===== config.mk =====
export PLATFORM = sky130hd
export DESIGN_NAME = lbm_monitor
export DESIGN_NICKNAME = d
export VERILOG_FILES = /design/src/lbm_bucket.v /design/src/lbm_monitor.v
export VERILOG_INCLUDE_DIRS = /design/src /design/src/src
export SDC_FILE = /design/constraint.sdc
export NUM_CORES = 1
export LEC_CHECK = 0
export BUFFER_PORTS_ARGS = -buffer_cell sky130_fd_sc_hd__buf_2
export CAP_MARGIN = 20
export CORE_UTILIZATION = 53
export CTS_CLUSTER_DIAMETER = 120
export CTS_CLUSTER_SIZE = 28
export DETAILED_ROUTE_END_ITERATION = 12
export PLACE_DENSITY_LB_ADDON = 0.12
export SLEW_MARGIN = 20
export SYNTH_ARGS = -nofsm -noshare
export SYNTH_HDL_FRONTEND = slang
export SYNTH_SLANG_ARGS = --single-unit

===== constraint.sdc =====
create_clock -name aclk -period 4.7 [get_ports aclk]
set_clock_uncertainty 0.2 [all_clocks]
set_input_delay 0.235 -clock aclk [delete_from_list [all_inputs] [get_ports aclk]]
set_output_delay 0.235 -clock aclk [all_outputs]
set_load 0.02 [all_outputs]

===== src/lbm_defs.vh =====
// Constants for the leaky-bucket activity monitor.
`ifndef LBM_DEFS_VH
`define LBM_DEFS_VH
`define LBM_CYCLE_MS 128
`define LBM_CLK_HZ 25000000
`define LBM_CYCLE_CLKS ((`LBM_CYCLE_MS * (`LBM_CLK_HZ / 1000)))
`define LBM_OFF_CLEAR_THR 8'h00
`define LBM_OFF_CEILING 8'h04
`define LBM_OFF_UPPER_THR 8'h08
`define LBM_OFF_DECAY 8'h0C
`define LBM_OFF_STATUS 8'h10
`define LBM_RST_CLEAR_THR 8'h04
`define LBM_RST_CEILING 8'h08
`define LBM_RST_UPPER_THR 8'h06
`define LBM_RST_DECAY 2'h2
`define LBM_ST_ALARM_BIT 8
`define LBM_RESP_OKAY 2'h0
`define LBM_RESP_SLVERR 2'h2
`endif


===== src/lbm_bucket.v =====
// Leaky-bucket accumulator with alarm hysteresis.
`timescale 1ns/1ns
module lbm_bucket #(
    parameter W = 8
) (
    input wire aclk,
    input wire aresetn,
    input wire clk_en,
    input wire cycle_end,
    input wire cycle_fault,
    input wire [1:0] decay_rate,
    input wire [W-1:0] clear_thr,
    input wire [W-1:0] upper_thr,
    input wire [W-1:0] ceiling,
    output reg [W-1:0] count_r,
    output reg alarm_r
);
    reg [3:0] good_r;
    reg [W-1:0] count_nxt;
    reg [3:0] good_nxt;
    wire [3:0] period = 4'h1 << decay_rate;

    always @* begin
        count_nxt = count_r;
        good_nxt = good_r;
        if (cycle_end) begin
            if (cycle_fault) begin
                good_nxt = 4'h0;
                if (count_r < ceiling) begin
                    count_nxt = count_r + 1'b1;
                end else begin
                    count_nxt = ceiling;
                end
            end else if (good_r + 4'h1 >= period) begin
                good_nxt = 4'h0;
                if (count_r != {W{1'b0}}) begin
                    count_nxt = count_r - 1'b1;
                end
            end else begin
                good_nxt = good_r + 4'h1;
            end
        end
    end

    always @(posedge aclk) begin
        if (!aresetn) begin
            count_r <= {W{1'b0}};
            good_r <= 4'h0;
            alarm_r <= 1'b0;
        end else if (clk_en) begin
            count_r <= count_nxt;
            good_r <= good_nxt;
            if (cycle_end) begin
                if (count_nxt >= upper_thr) begin
                    alarm_r <= 1'b1;
                end else if (count_nxt <= clear_thr) begin
                    alarm_r <= 1'b0;
                end
            end
        end
    end
endmodule


===== src/lbm_monitor.v =====
// Leaky-bucket activity monitor top with AXI4-Lite register slave.
// Functional notes
// - Each 128 ms cycle with a failed or erratic input adds one.
// - Each run of 1, 2, 4 or 8 fault-free cycles subtracts one.
// - Alarm clears when count falls to the lower threshold.
// - Faults never raise count past the bucket size; a fault at ceiling holds count but restarts the fault-free run.
//
// Added by the designer: the register offsets and the AXI4-Lite interface to the registers.
`timescale 1ns/1ns
`include "lbm_defs.vh"
module lbm_monitor #(
    parameter CYCLE_CLKS = `LBM_CYCLE_CLKS
) (
    input wire aclk,
    input wire aresetn,
    input wire clk_en,
    input wire ref_active,
    input wire ref_fault,
    input wire [7:0] s_axil_awaddr,
    input wire s_axil_awvalid,
    output reg s_axil_awready,
    input wire [31:0] s_axil_wdata,
    input wire [3:0] s_axil_wstrb,
    input wire s_axil_wvalid,
    output reg s_axil_wready,
    output reg [1:0] s_axil_bresp,
    output reg s_axil_bvalid,
    input wire s_axil_bready,
    input wire [7:0] s_axil_araddr,
    input wire s_axil_arvalid,
    output reg s_axil_arready,
    output reg [31:0] s_axil_rdata,
    output reg [1:0] s_axil_rresp,
    output reg s_axil_rvalid,
    input wire s_axil_rready,
    output reg alarm_out_r,
    output reg [7:0] count_out_r
);
    // ==========================================================
    // Cycle timer and fault capture
    // ==========================================================
    reg [31:0] tick_r;
    reg seen_r;
    reg bad_r;
    reg cycle_end_r;
    reg cycle_fault_r;
    wire [7:0] count;
    wire alarm;
    wire tick_last = (tick_r == CYCLE_CLKS - 1);

    always @(posedge aclk) begin
        if (!aresetn) begin
            tick_r <= 32'h0;
            seen_r <= 1'b0;
            bad_r <= 1'b0;
            cycle_end_r <= 1'b0;
            cycle_fault_r <= 1'b0;
        end else if (clk_en) begin
            cycle_end_r <= tick_last;
            if (tick_last) begin
                tick_r <= 32'h0;
                // A cycle with no activity or any erratic edge counts as faulty.
                cycle_fault_r <= !(seen_r || ref_active) || bad_r || ref_fault;
                seen_r <= 1'b0;
                bad_r <= 1'b0;
            end else begin
                tick_r <= tick_r + 32'h1;
                seen_r <= seen_r | ref_active;
                bad_r <= bad_r | ref_fault;
            end
        end
    end

    // ==========================================================
    // Registers
    // ==========================================================
    reg [7:0] clear_thr_r;
    reg [7:0] ceiling_r;
    reg [7:0] upper_thr_r;
    reg [1:0] decay_r;

    function [7:0] lbm_apply;
        input [7:0] old;
        input [31:0] data;
        input [3:0] strb;
        begin
            lbm_apply = strb[0] ? data[7:0] : old;
        end
    endfunction

    // The write is taken only at the edge where both channels see valid and ready high.
    wire wr_go = s_axil_awvalid && s_axil_awready && s_axil_wvalid && s_axil_wready;
    wire wr_arm = s_axil_awvalid && s_axil_wvalid && !s_axil_awready && !s_axil_bvalid;
    wire [7:0] wr_addr = s_axil_awaddr;
    wire [31:0] wr_data = s_axil_wdata;
    wire [3:0] wr_strb = s_axil_wstrb;
    wire [7:0] ceil_new = lbm_apply(ceiling_r, wr_data, wr_strb);
    wire [7:0] decay_new = lbm_apply({6'h00, decay_r}, wr_data, wr_strb);

    always @(posedge aclk) begin
        if (!aresetn) begin
            clear_thr_r <= `LBM_RST_CLEAR_THR;
            ceiling_r <= `LBM_RST_CEILING;
            upper_thr_r <= `LBM_RST_UPPER_THR;
            decay_r <= `LBM_RST_DECAY;
            s_axil_awready <= 1'b0;
            s_axil_wready <= 1'b0;
            s_axil_bvalid <= 1'b0;
            s_axil_bresp <= `LBM_RESP_OKAY;
        end else if (clk_en) begin
            s_axil_awready <= 1'b0;
            s_axil_wready <= 1'b0;
            if (s_axil_bvalid && s_axil_bready) begin
                s_axil_bvalid <= 1'b0;
            end
            if (wr_go) begin
                s_axil_bvalid <= 1'b1;
                s_axil_bresp <= `LBM_RESP_OKAY;
                case (wr_addr & 8'hFC)
                    `LBM_OFF_CLEAR_THR: clear_thr_r <= lbm_apply(clear_thr_r, wr_data, wr_strb);
                    `LBM_OFF_CEILING: begin
                        // A ceiling of zero is outside the legal range and is ignored.
                        if (ceil_new != 8'h00) begin
                            ceiling_r <= ceil_new;
                        end
                    end
                    `LBM_OFF_UPPER_THR: upper_thr_r <= lbm_apply(upper_thr_r, wr_data, wr_strb);
                    `LBM_OFF_DECAY: decay_r <= decay_new[1:0];
                    `LBM_OFF_STATUS: s_axil_bresp <= `LBM_RESP_OKAY;
                    default: s_axil_bresp <= `LBM_RESP_SLVERR;
                endcase
            end else if (wr_arm) begin
                s_axil_awready <= 1'b1;
                s_axil_wready <= 1'b1;
            end
        end
    end

    // ==========================================================
    // Read channel
    // ==========================================================
    reg ar_busy_r;

    always @(posedge aclk) begin
        if (!aresetn) begin
            ar_busy_r <= 1'b0;
            s_axil_arready <= 1'b0;
            s_axil_rvalid <= 1'b0;
            s_axil_rdata <= 32'h0;
            s_axil_rresp <= `LBM_RESP_OKAY;
        end else if (clk_en) begin
            s_axil_arready <= 1'b0;
            if (s_axil_rvalid && s_axil_rready) begin
                s_axil_rvalid <= 1'b0;
                ar_busy_r <= 1'b0;
            end
            if (s_axil_arvalid && !ar_busy_r && !s_axil_arready) begin
                ar_busy_r <= 1'b1;
                s_axil_arready <= 1'b1;
            end
            if (s_axil_arvalid && s_axil_arready) begin
                s_axil_rvalid <= 1'b1;
                s_axil_rresp <= `LBM_RESP_OKAY;
                case (s_axil_araddr & 8'hFC)
                    `LBM_OFF_CLEAR_THR: s_axil_rdata <= {24'h0, clear_thr_r};
                    `LBM_OFF_CEILING: s_axil_rdata <= {24'h0, ceiling_r};
                    `LBM_OFF_UPPER_THR: s_axil_rdata <= {24'h0, upper_thr_r};
                    `LBM_OFF_DECAY: s_axil_rdata <= {30'h0, decay_r};
                    `LBM_OFF_STATUS: s_axil_rdata <= {23'h0, alarm, count};
                    default: begin
                        s_axil_rdata <= 32'h0;
                        s_axil_rresp <= `LBM_RESP_SLVERR;
                    end
                endcase
            end
        end
    end

    // ==========================================================
    // Bucket and outputs
    // ==========================================================
    lbm_bucket #(
        .W(8)
    ) u_bucket (
        .aclk(aclk),
        .aresetn(aresetn),
        .clk_en(clk_en),
        .cycle_end(cycle_end_r),
        .cycle_fault(cycle_fault_r),
        .decay_rate(decay_r),
        .clear_thr(clear_thr_r),
        .upper_thr(upper_thr_r),
        .ceiling(ceiling_r),
        .count_r(count),
        .alarm_r(alarm)
    );

    always @(posedge aclk) begin
        if (!aresetn) begin
            alarm_out_r <= 1'b0;
            count_out_r <= 8'h00;
        end else if (clk_en) begin
            alarm_out_r <= alarm;
            count_out_r <= count;
        end
    end
endmodule


==> results.json, run 1 <==
{
  "clock_sinks": 100,
  "clk_pin_slew_ns": 0.11,
  "rsz0062_at_grt": "no",
  "leakage_uw": 0.00262,
  "portBuffers": 55,
  "drc": 0,
  "dp_cells": 854,
  "critPathRequiredTime_ns": 4.77,
  "final_cell_mix": "dfxtp_1 (100), nor2_1 (77), nand2_1 (63)",
  "async_reset_ff_frac": 0,
  "r2r_cells": 15,
  "design_area_um2": 6410,
  "r2r_slack_ns": 0.53,
  "drt-pass1-iter-count": 5,
  "rows": 37,
  "ir_worst_vdd_v": 0.000169,
  "r2r-start": "u_bucket.good_r[0]",
  "worst_pin_slew_ns": 0.843,
  "ant_nets": 0,
  "postPlaceCellArea_um2": 6060,
  "gp_congestion": 0.885,
  "gr-total-overflow": 0,
  "status": "complete, no violations",
  "fin_crit_sh": 0.887,
  "use_met3": 0.0435,
  "cpLargestDelayFamily": "compound AO/OA/AOI/OAI gates",
  "grt_max_degree": 49,
  "synthFlopType": "dfxtp_1",
  "synth_area_leaders": "dfxtp_1 (35%), ha_1 (6.8%), mux2i_1 (5.9%)",
  "relSlewSlack": 0.433,
  "maxSlewViolCount": 0,
  "worstHoldPathType": "primary input to flip-flop",
  "synth_edf_count": 0,
  "die_w_um": 106,
  "yosysSeqAreaShare": 0.349,
  "start_util": 0.551,
  "fmaxAchievable_ghz": 0.240,
  "drive_above_1_share": 0.143,
  "yosysWarningCount": 0,
  "cp_slowest_cell": "or3b_2",
  "cts_resized": 0,
  "grt_util_met2": 0.420,
  "root_buffer": "clkbuf_8",
  "route.vias.total": 5017,
  "grt_util_all_layers": 0.261,
  "clock_latency_ns": 0.38,
  "critPathCaptureType": "flip-flop",
  "n_fill_cell": 937,
  "path_common_cell": "ha_1",
  "cp.depth": 15,
  "power_per_cell_area_nw_per_um2": 241,
  "clk_path_buf_depth": 2,
  "worstSetupPathType": "flip-flop to flip-flop",
  "hold_viol_final": 0,
  "use_met1": 0.363,
  "critical_path_buf_inv_count": 0,
  "ctsHtreeMaxLevel": 3,
  "drv_cap": 0,
  "worstPathCellList": "ha_1 > xor2_1 > ha_1 > o21a_1 > nor2_1 > nor4b_1 > or3b_2 > o211a_1 > o31ai_1 > ha_1 > a21oi_1 > a21oi_1 > o22ai_1 > nand2_1 > a32o_1",
  "rr_endpoint": "u_bucket.alarm_r",
  "grt_pass1_vias": 4645,
  "antenna_found_initial": 0,
  "fin_crit_ns": 4.17,
  "wl_um": 14000,
  "yosysUniqueCellTypes": 65,
  "slowest_delay_ns": 0.47,
  "syn2layout_area_growth_pct": 11.8,
  "place_hpwl_um": 10400,
  "syn_area_per_cell_um2": 8.43,
  "wl_per_cell_um": 15.9,
  "postSynthCellCount": 681,
  "yosysTopAreaCell": "dfxtp_1",
  "drt_iter0_drc": 357,
  "layout_commonest_cell": "dfxtp_1",
  "crit_path_end": "u_bucket.alarm_r",
  "setup_viol": 0,
  "io_pins": 112,
  "critPathLaunch": "u_bucket.good_r[0]",
  "fin_nets": 837,
  "synth-seq-cells": 100,
  "cp.arrival_ns": 4.24,
  "grt_busiest_layer": "met2",
  "synth.top_cell.area_share": 0.349,
  "crit_fanout": 9,
  "final.setup.tns_ns": 0,
  "cts_tree": "done",
  "grt_pass1_wl_um": 23200,
  "vias_per_cell": 5.67,
  "core_um2": 10400,
  "die_height_um": 106,
  "critPathLaunchType": "flip-flop",
  "instances_no_fill": 885,
  "dieArea_um2": 11200,
  "diodes": 0,
  "netlist_area_um2": 5740,
  "cts-buffers-inserted": 9
}
==> metrics by stage <==
stage	total power, uW	setup WS (ns)	util	hold WS, ns
6_report	1550	0.531	0.616	0.0648
5_1_grt	1600	0.246	0.616	0.0896
4_1_cts	1550	0.563	0.616	0.0585
3_5_place_dp	966	0.615	0.582	0.240
3_3_place_gp	964	0.709	0.582	0.236
2_1_floorplan	950	0.977	-	0.159
==> report_power, final <==
group          switching (uW)  internal [uW]  total (uW)  leakage, uW
Clock                     334            254         588     0.000102
Sequential               4.87            852         857     0.000807
Combinational            64.1           36.1         100      0.00171
==> final cells by class <==
cell class                      instances  area, um^2  area share
Clock buffer                            9         124      0.0193
Clock inverter                          7        80.1      0.0125
Inverter                               36         135      0.0211
Multi-Input combinational cell        515        3390       0.528
Sequential cell                       100        2000       0.312
Tap cell                              136         170      0.0265
Timing Repair Buffer                   82         515      0.0804
==> flip-flops by register name (all words and copies together) (netlist names), 2 cells and up <==
register          cells
u_bucket.good_r       4
tick_r               32
ceiling_r             8
u_bucket.count_r      8
upper_thr_r           8
count_out_r           8
clear_thr_r           8
s_axil_rdata          9
decay_r               2
==> tightest hold or removal path: stages <==
cell	delay, ns
buf_2	0.12
o21ai_0	0.17
a221oi_1	0.07
==> Yosys cell counts, types with 10 or more instances <==
library cell	number
nand2_1	63
nor2_1	77
clkbuf_1	21
o21ai_0	22
nand4_1	15
xor2_1	23
nand3_1	27
ha_1	31
a221oi_1	10
nor3_1	14
buf_4	26
dfxtp_1	100
xnor2_1	17
inv_1	35
mux2i_1	34
nand2b_1	11
a21oi_1	20
nor4_1	11
nor2b_1	20
==> worst min-delay path by stage <==
stage,from,end,slack (ns),cells after the start
floorplan,s_axil_wdata[3],ceiling_r[3],0.16,2
global placement,s_axil_rdata[5],s_axil_rdata[5],0.24,2
detailed placement,s_axil_rdata[5],s_axil_rdata[5],0.24,2
CTS,s_axil_arvalid,ar_busy_r,0.06,5
global route,s_axil_awaddr[2],upper_thr_r[1],0.09,3
finish,s_axil_awaddr[3],s_axil_bresp[1],0.06,3
==> what timing repair did <==
| item | in CTS | in global routing |
|---|---|---|
| hold buffers | 15 | 0 |
| setup buffers | 0 | 0 |
| endpoints found under the hold margin | 31 | 0 |
==> routing by layer <==
layer	share of wire	vias to the layer above
li1	-	2462
met1	0.48	2351
met2	0.45	189
met3	0.055	15
met4	0.015	0
met5	0	-
==> cells by family (layout without fill, tap and decap cells) <==
| logic type | after synthesis | count (layout) | share of synthesized area |
|---|---|---|---|
| buffers and inverters | 90 | 134 | 0.0768 |
| flip-flops | 100 | 100 | 0.349 |
| AO/OA/AOI/OAI | 106 | 106 | 0.132 |
| multiplexers | 38 | 38 | 0.0711 |
| AND/OR/NAND/NOR | 275 | 275 | 0.242 |
| adder cells (fa/ha/maj) | 31 | 31 | 0.0676 |
| other | 1 | 25 | 0.000654 |
| XOR/XNOR | 40 | 40 | 0.0611 |
Note: power is estimated with default switching activity, not from simulation.
==> run 2: changes to the inputs <==
--- a/config.mk
+++ b/config.mk
@@ -16,4 +16,5 @@
 export SLEW_MARGIN = 20
 export SYNTH_ARGS = -nofsm -noshare
 export SYNTH_HDL_FRONTEND = slang
+export SYNTH_HIERARCHICAL = 1
 export SYNTH_SLANG_ARGS = --single-unit
==> run 2 against run 1 <==
Compared with the run above: via count grew 11%; routed wire length rose by 11%; combinational power up 10%; area after synthesis rose by 6.7%; power is 9.9% higher; non-clock buffer count decreased by 5; first-iteration DRC count grew 11%; sequential cell count did not move; critical path type unchanged; critical endpoint is now u_bucket/alarm_r.
==> results.json, run 2 <==
{
  "worst_pin_slew_ns": 1.11,
  "status": "complete, no violations",
  "syn_area_per_cell_um2": 8.51,
  "wl_per_cell_um": 17.1,
  "routed-wl-met3_um": 813,
  "worstHoldPathType": "primary input to flip-flop",
  "route.vias.total": 5578,
  "synth_area_leaders": "dfxtp_1 (33%), ha_1 (6.5%), mux2i_1 (5.4%)",
  "drc": 0,
  "cts-buffers-inserted": 9,
  "fin_nets": 860,
  "min_to": "s_axil_bresp[1]",
  "root_buffer": "clkbuf_16",
  "place_hpwl_um": 11200,
  "wl_um": 15600,
  "wl_met1_um": 7150,
  "synth.top_cell.area_share": 0.327,
  "async_reset_ff_frac": 0,
  "die_height_um": 109,
  "netlist_area_um2": 6120,
  "n_fill_cell": 969,
  "fmaxAchievable_ghz": 0.255,
  "drt-pass1-iter-count": 7,
  "grt_util_all_layers": 0.275,
  "post-cts-setup-buffers": 0,
  "synth-seq-cells": 100,
  "rr_endpoint": "u_bucket/alarm_r",
  "clock_latency_ns": 0.36,
  "antenna_found_initial": 0,
  "core_um2": 11000,
  "start_util": 0.555,
  "maxSlewViolCount": 0,
  "synthFlopType": "dfxtp_1",
  "clk_path_buf_depth": 2,
  "yosysUniqueCellTypes": 77,
  "largest_reg_flops": 32,
  "worstSetupPathType": "flip-flop to flip-flop",
  "critPathLaunchType": "flip-flop",
  "drv_cap": 0,
  "cts_tree": "done",
  "diodes": 0,
  "dieArea_um2": 12000,
  "yosysSeqAreaShare": 0.327,
  "setup_viol": 0,
  "clock_sinks": 100,
  "rows": 38,
  "grt_pass1_wl_um": 25300,
  "ctsHtreeMaxLevel": 3,
  "gp_congestion": 0.909,
  "yosysWarningCount": 6,
  "gr-total-overflow": 0,
  "critPathCaptureType": "flip-flop",
  "r2r_cells": 16,
  "yosysTopAreaCell": "dfxtp_1",
  "die_w_um": 109,
  "met2WireLength_um": 7180,
  "final_cell_mix": "dfxtp_1 (100), nor2_1 (71), buf_2 (55)",
  "cp.arrival_ns": 3.93,
  "syn2layout_area_growth_pct": 10.8,
  "top_register": "tick_r",
  "drt_iter0_drc": 398,
  "r2r_slack_ns": 0.78,
  "vias_per_cell": 6.12,
  "fin_crit_sh": 0.835,
  "whs_ns": 0.0234,
  "min-delay-start": "s_axil_awaddr[6]",
  "yosysMostFrequentCell": "dfxtp_1",
  "postSynthCellCount": 719,
  "ant_nets": 0,
  "synth_edf_count": 0,
  "hold_depth": 3,
  "utilization": 0.615,
  "largestRegisters": "tick_r (32), s_axil_rdata (9)",
  "grt_pass1_vias": 5160,
  "rsz0062_at_grt": "no",
  "hold_viol_final": 0,
  "dr.max_layer_used": "met4",
  "crit_fanout": 7,
  "leakage_uw": 0.00267,
  "power_per_cell_area_nw_per_um2": 251,
  "final.setup.tns_ns": 0,
  "r2r-start": "u_bucket/good_r[0]",
  "portBuffers": 55,
  "ir_worst_vdd_v": 0.000263,
  "layout_commonest_cell": "dfxtp_1",
  "fin_crit_ns": 3.92,
  "synthTopCellsByCount": "dfxtp_1 (100), nor2_1 (71), nand2_1 (50)",
  "clk_pin_slew_ns": 0.07,
  "drive_above_1_share": 0.150,
  "relSlewSlack": 0.251,
  "critPathRequiredTime_ns": 4.71,
  "grt_max_degree": 47,
  "io_pins": 112
}
==> run 2: cell types whose count changed in the layout (fill, tap and decap cells not counted), moves of 10 or more <==
cell and delta:
a21oi_1 +28, nor2b_1 -14, nand2_1 -13, xor2_1 -13, o31ai_1 +12, or4_1 +11
nand4_1 +10, xnor2_1 -10
==> run 2: timing repair <==
action                    in CTS  in global routing
hold endpoints to repair      31                  0
hold buffers                  15                  0
gates resized for setup        0                  0
==> run 2: how the worst max path moves through the flow <==
stage	depth (start not counted)	to	slack (ns)	start
floorplan	15	u_bucket/alarm_r	1.24	u_bucket/good_r[0]
global placement	15	u_bucket/alarm_r	0.91	u_bucket/good_r[0]
detailed placement	15	u_bucket/alarm_r	0.83	u_bucket/good_r[0]
CTS	15	u_bucket/alarm_r	0.81	u_bucket/good_r[0]
global route	16	u_bucket/alarm_r	0.53	u_bucket/good_r[0]
finish	16	u_bucket/alarm_r	0.78	u_bucket/good_r[0]
==> run 2: layer usage <==
layer | global-route usage | up-vias
met4 | 0.120 | 0
met3 | 0.0462 | 30
li1 | - | 2706
met1 | 0.354 | 2660
met2 | 0.452 | 182
met5 | 0 | -
==> run 2: layout make-up <==
cell class / instances / area (um^2) / area share
multi-input combinational: 545 / 3700 / 0.546
sequential: 100 / 2000 / 0.295
timing repair buffer: 77 / 485 / 0.0716
clock buffer: 9 / 225 / 0.0332
tap: 140 / 175 / 0.0258
inverter: 33 / 124 / 0.0183
clock inverter: 7 / 66.3 / 0.00978
==> run 2: stage by stage <==
| stage | total power (uW) | cells | worst slack (ns) | area, um^2 |
|---|---|---|---|---|
| finish | 1700 | 911 | 0.778 | 6780 |
| floorplan | 957 | 743 | 1.24 | 6210 |
| global route | 1760 | 911 | 0.527 | 6780 |
| global placement | 974 | 879 | 0.907 | 6320 |
| CTS | 1710 | 910 | 0.805 | 6760 |
| detailed placement | 977 | 879 | 0.831 | 6320 |
==> run 2: logic make-up (layout without fill, tap and decap cells) <==
kind of cell | Yosys count | after routing | share of synthesized area
mux | 38 | 38 | 0.0669
fa+ha+maj | 32 | 32 | 0.0654
compound gates | 161 | 161 | 0.190
flops | 100 | 100 | 0.327
simple gates | 272 | 272 | 0.243
xor+xnor | 17 | 17 | 0.0243
buf+inv | 98 | 126 | 0.0828
other cells | 1 | 25 | 0.000613
==> run 2: critical path, cell delays in order (launching register included) <==
cell and delay, ns:
dfxtp_1 0.42, ha_1 0.25, xor2_1 0.17, ha_1 0.25
o21a_1 0.17, nor2_1 0.35, or2_2 0.22, nor2_2 0.07
o21a_1 0.18, o221ai_1 0.24, ha_1 0.28, nand2b_1 0.14
a21o_1 0.18, a21oi_1 0.14, o21ai_0 0.14, a41oi_1 0.24
o221ai_1 0.16
==> run 2: where the power goes <==
part | internal [uW] | leakage [uW] | switching, uW
Combinational | 36.2 | 0.00172 | 73.4
Sequential | 853 | 0.000807 | 6.14
Clock | 370 | 0.000136 | 360
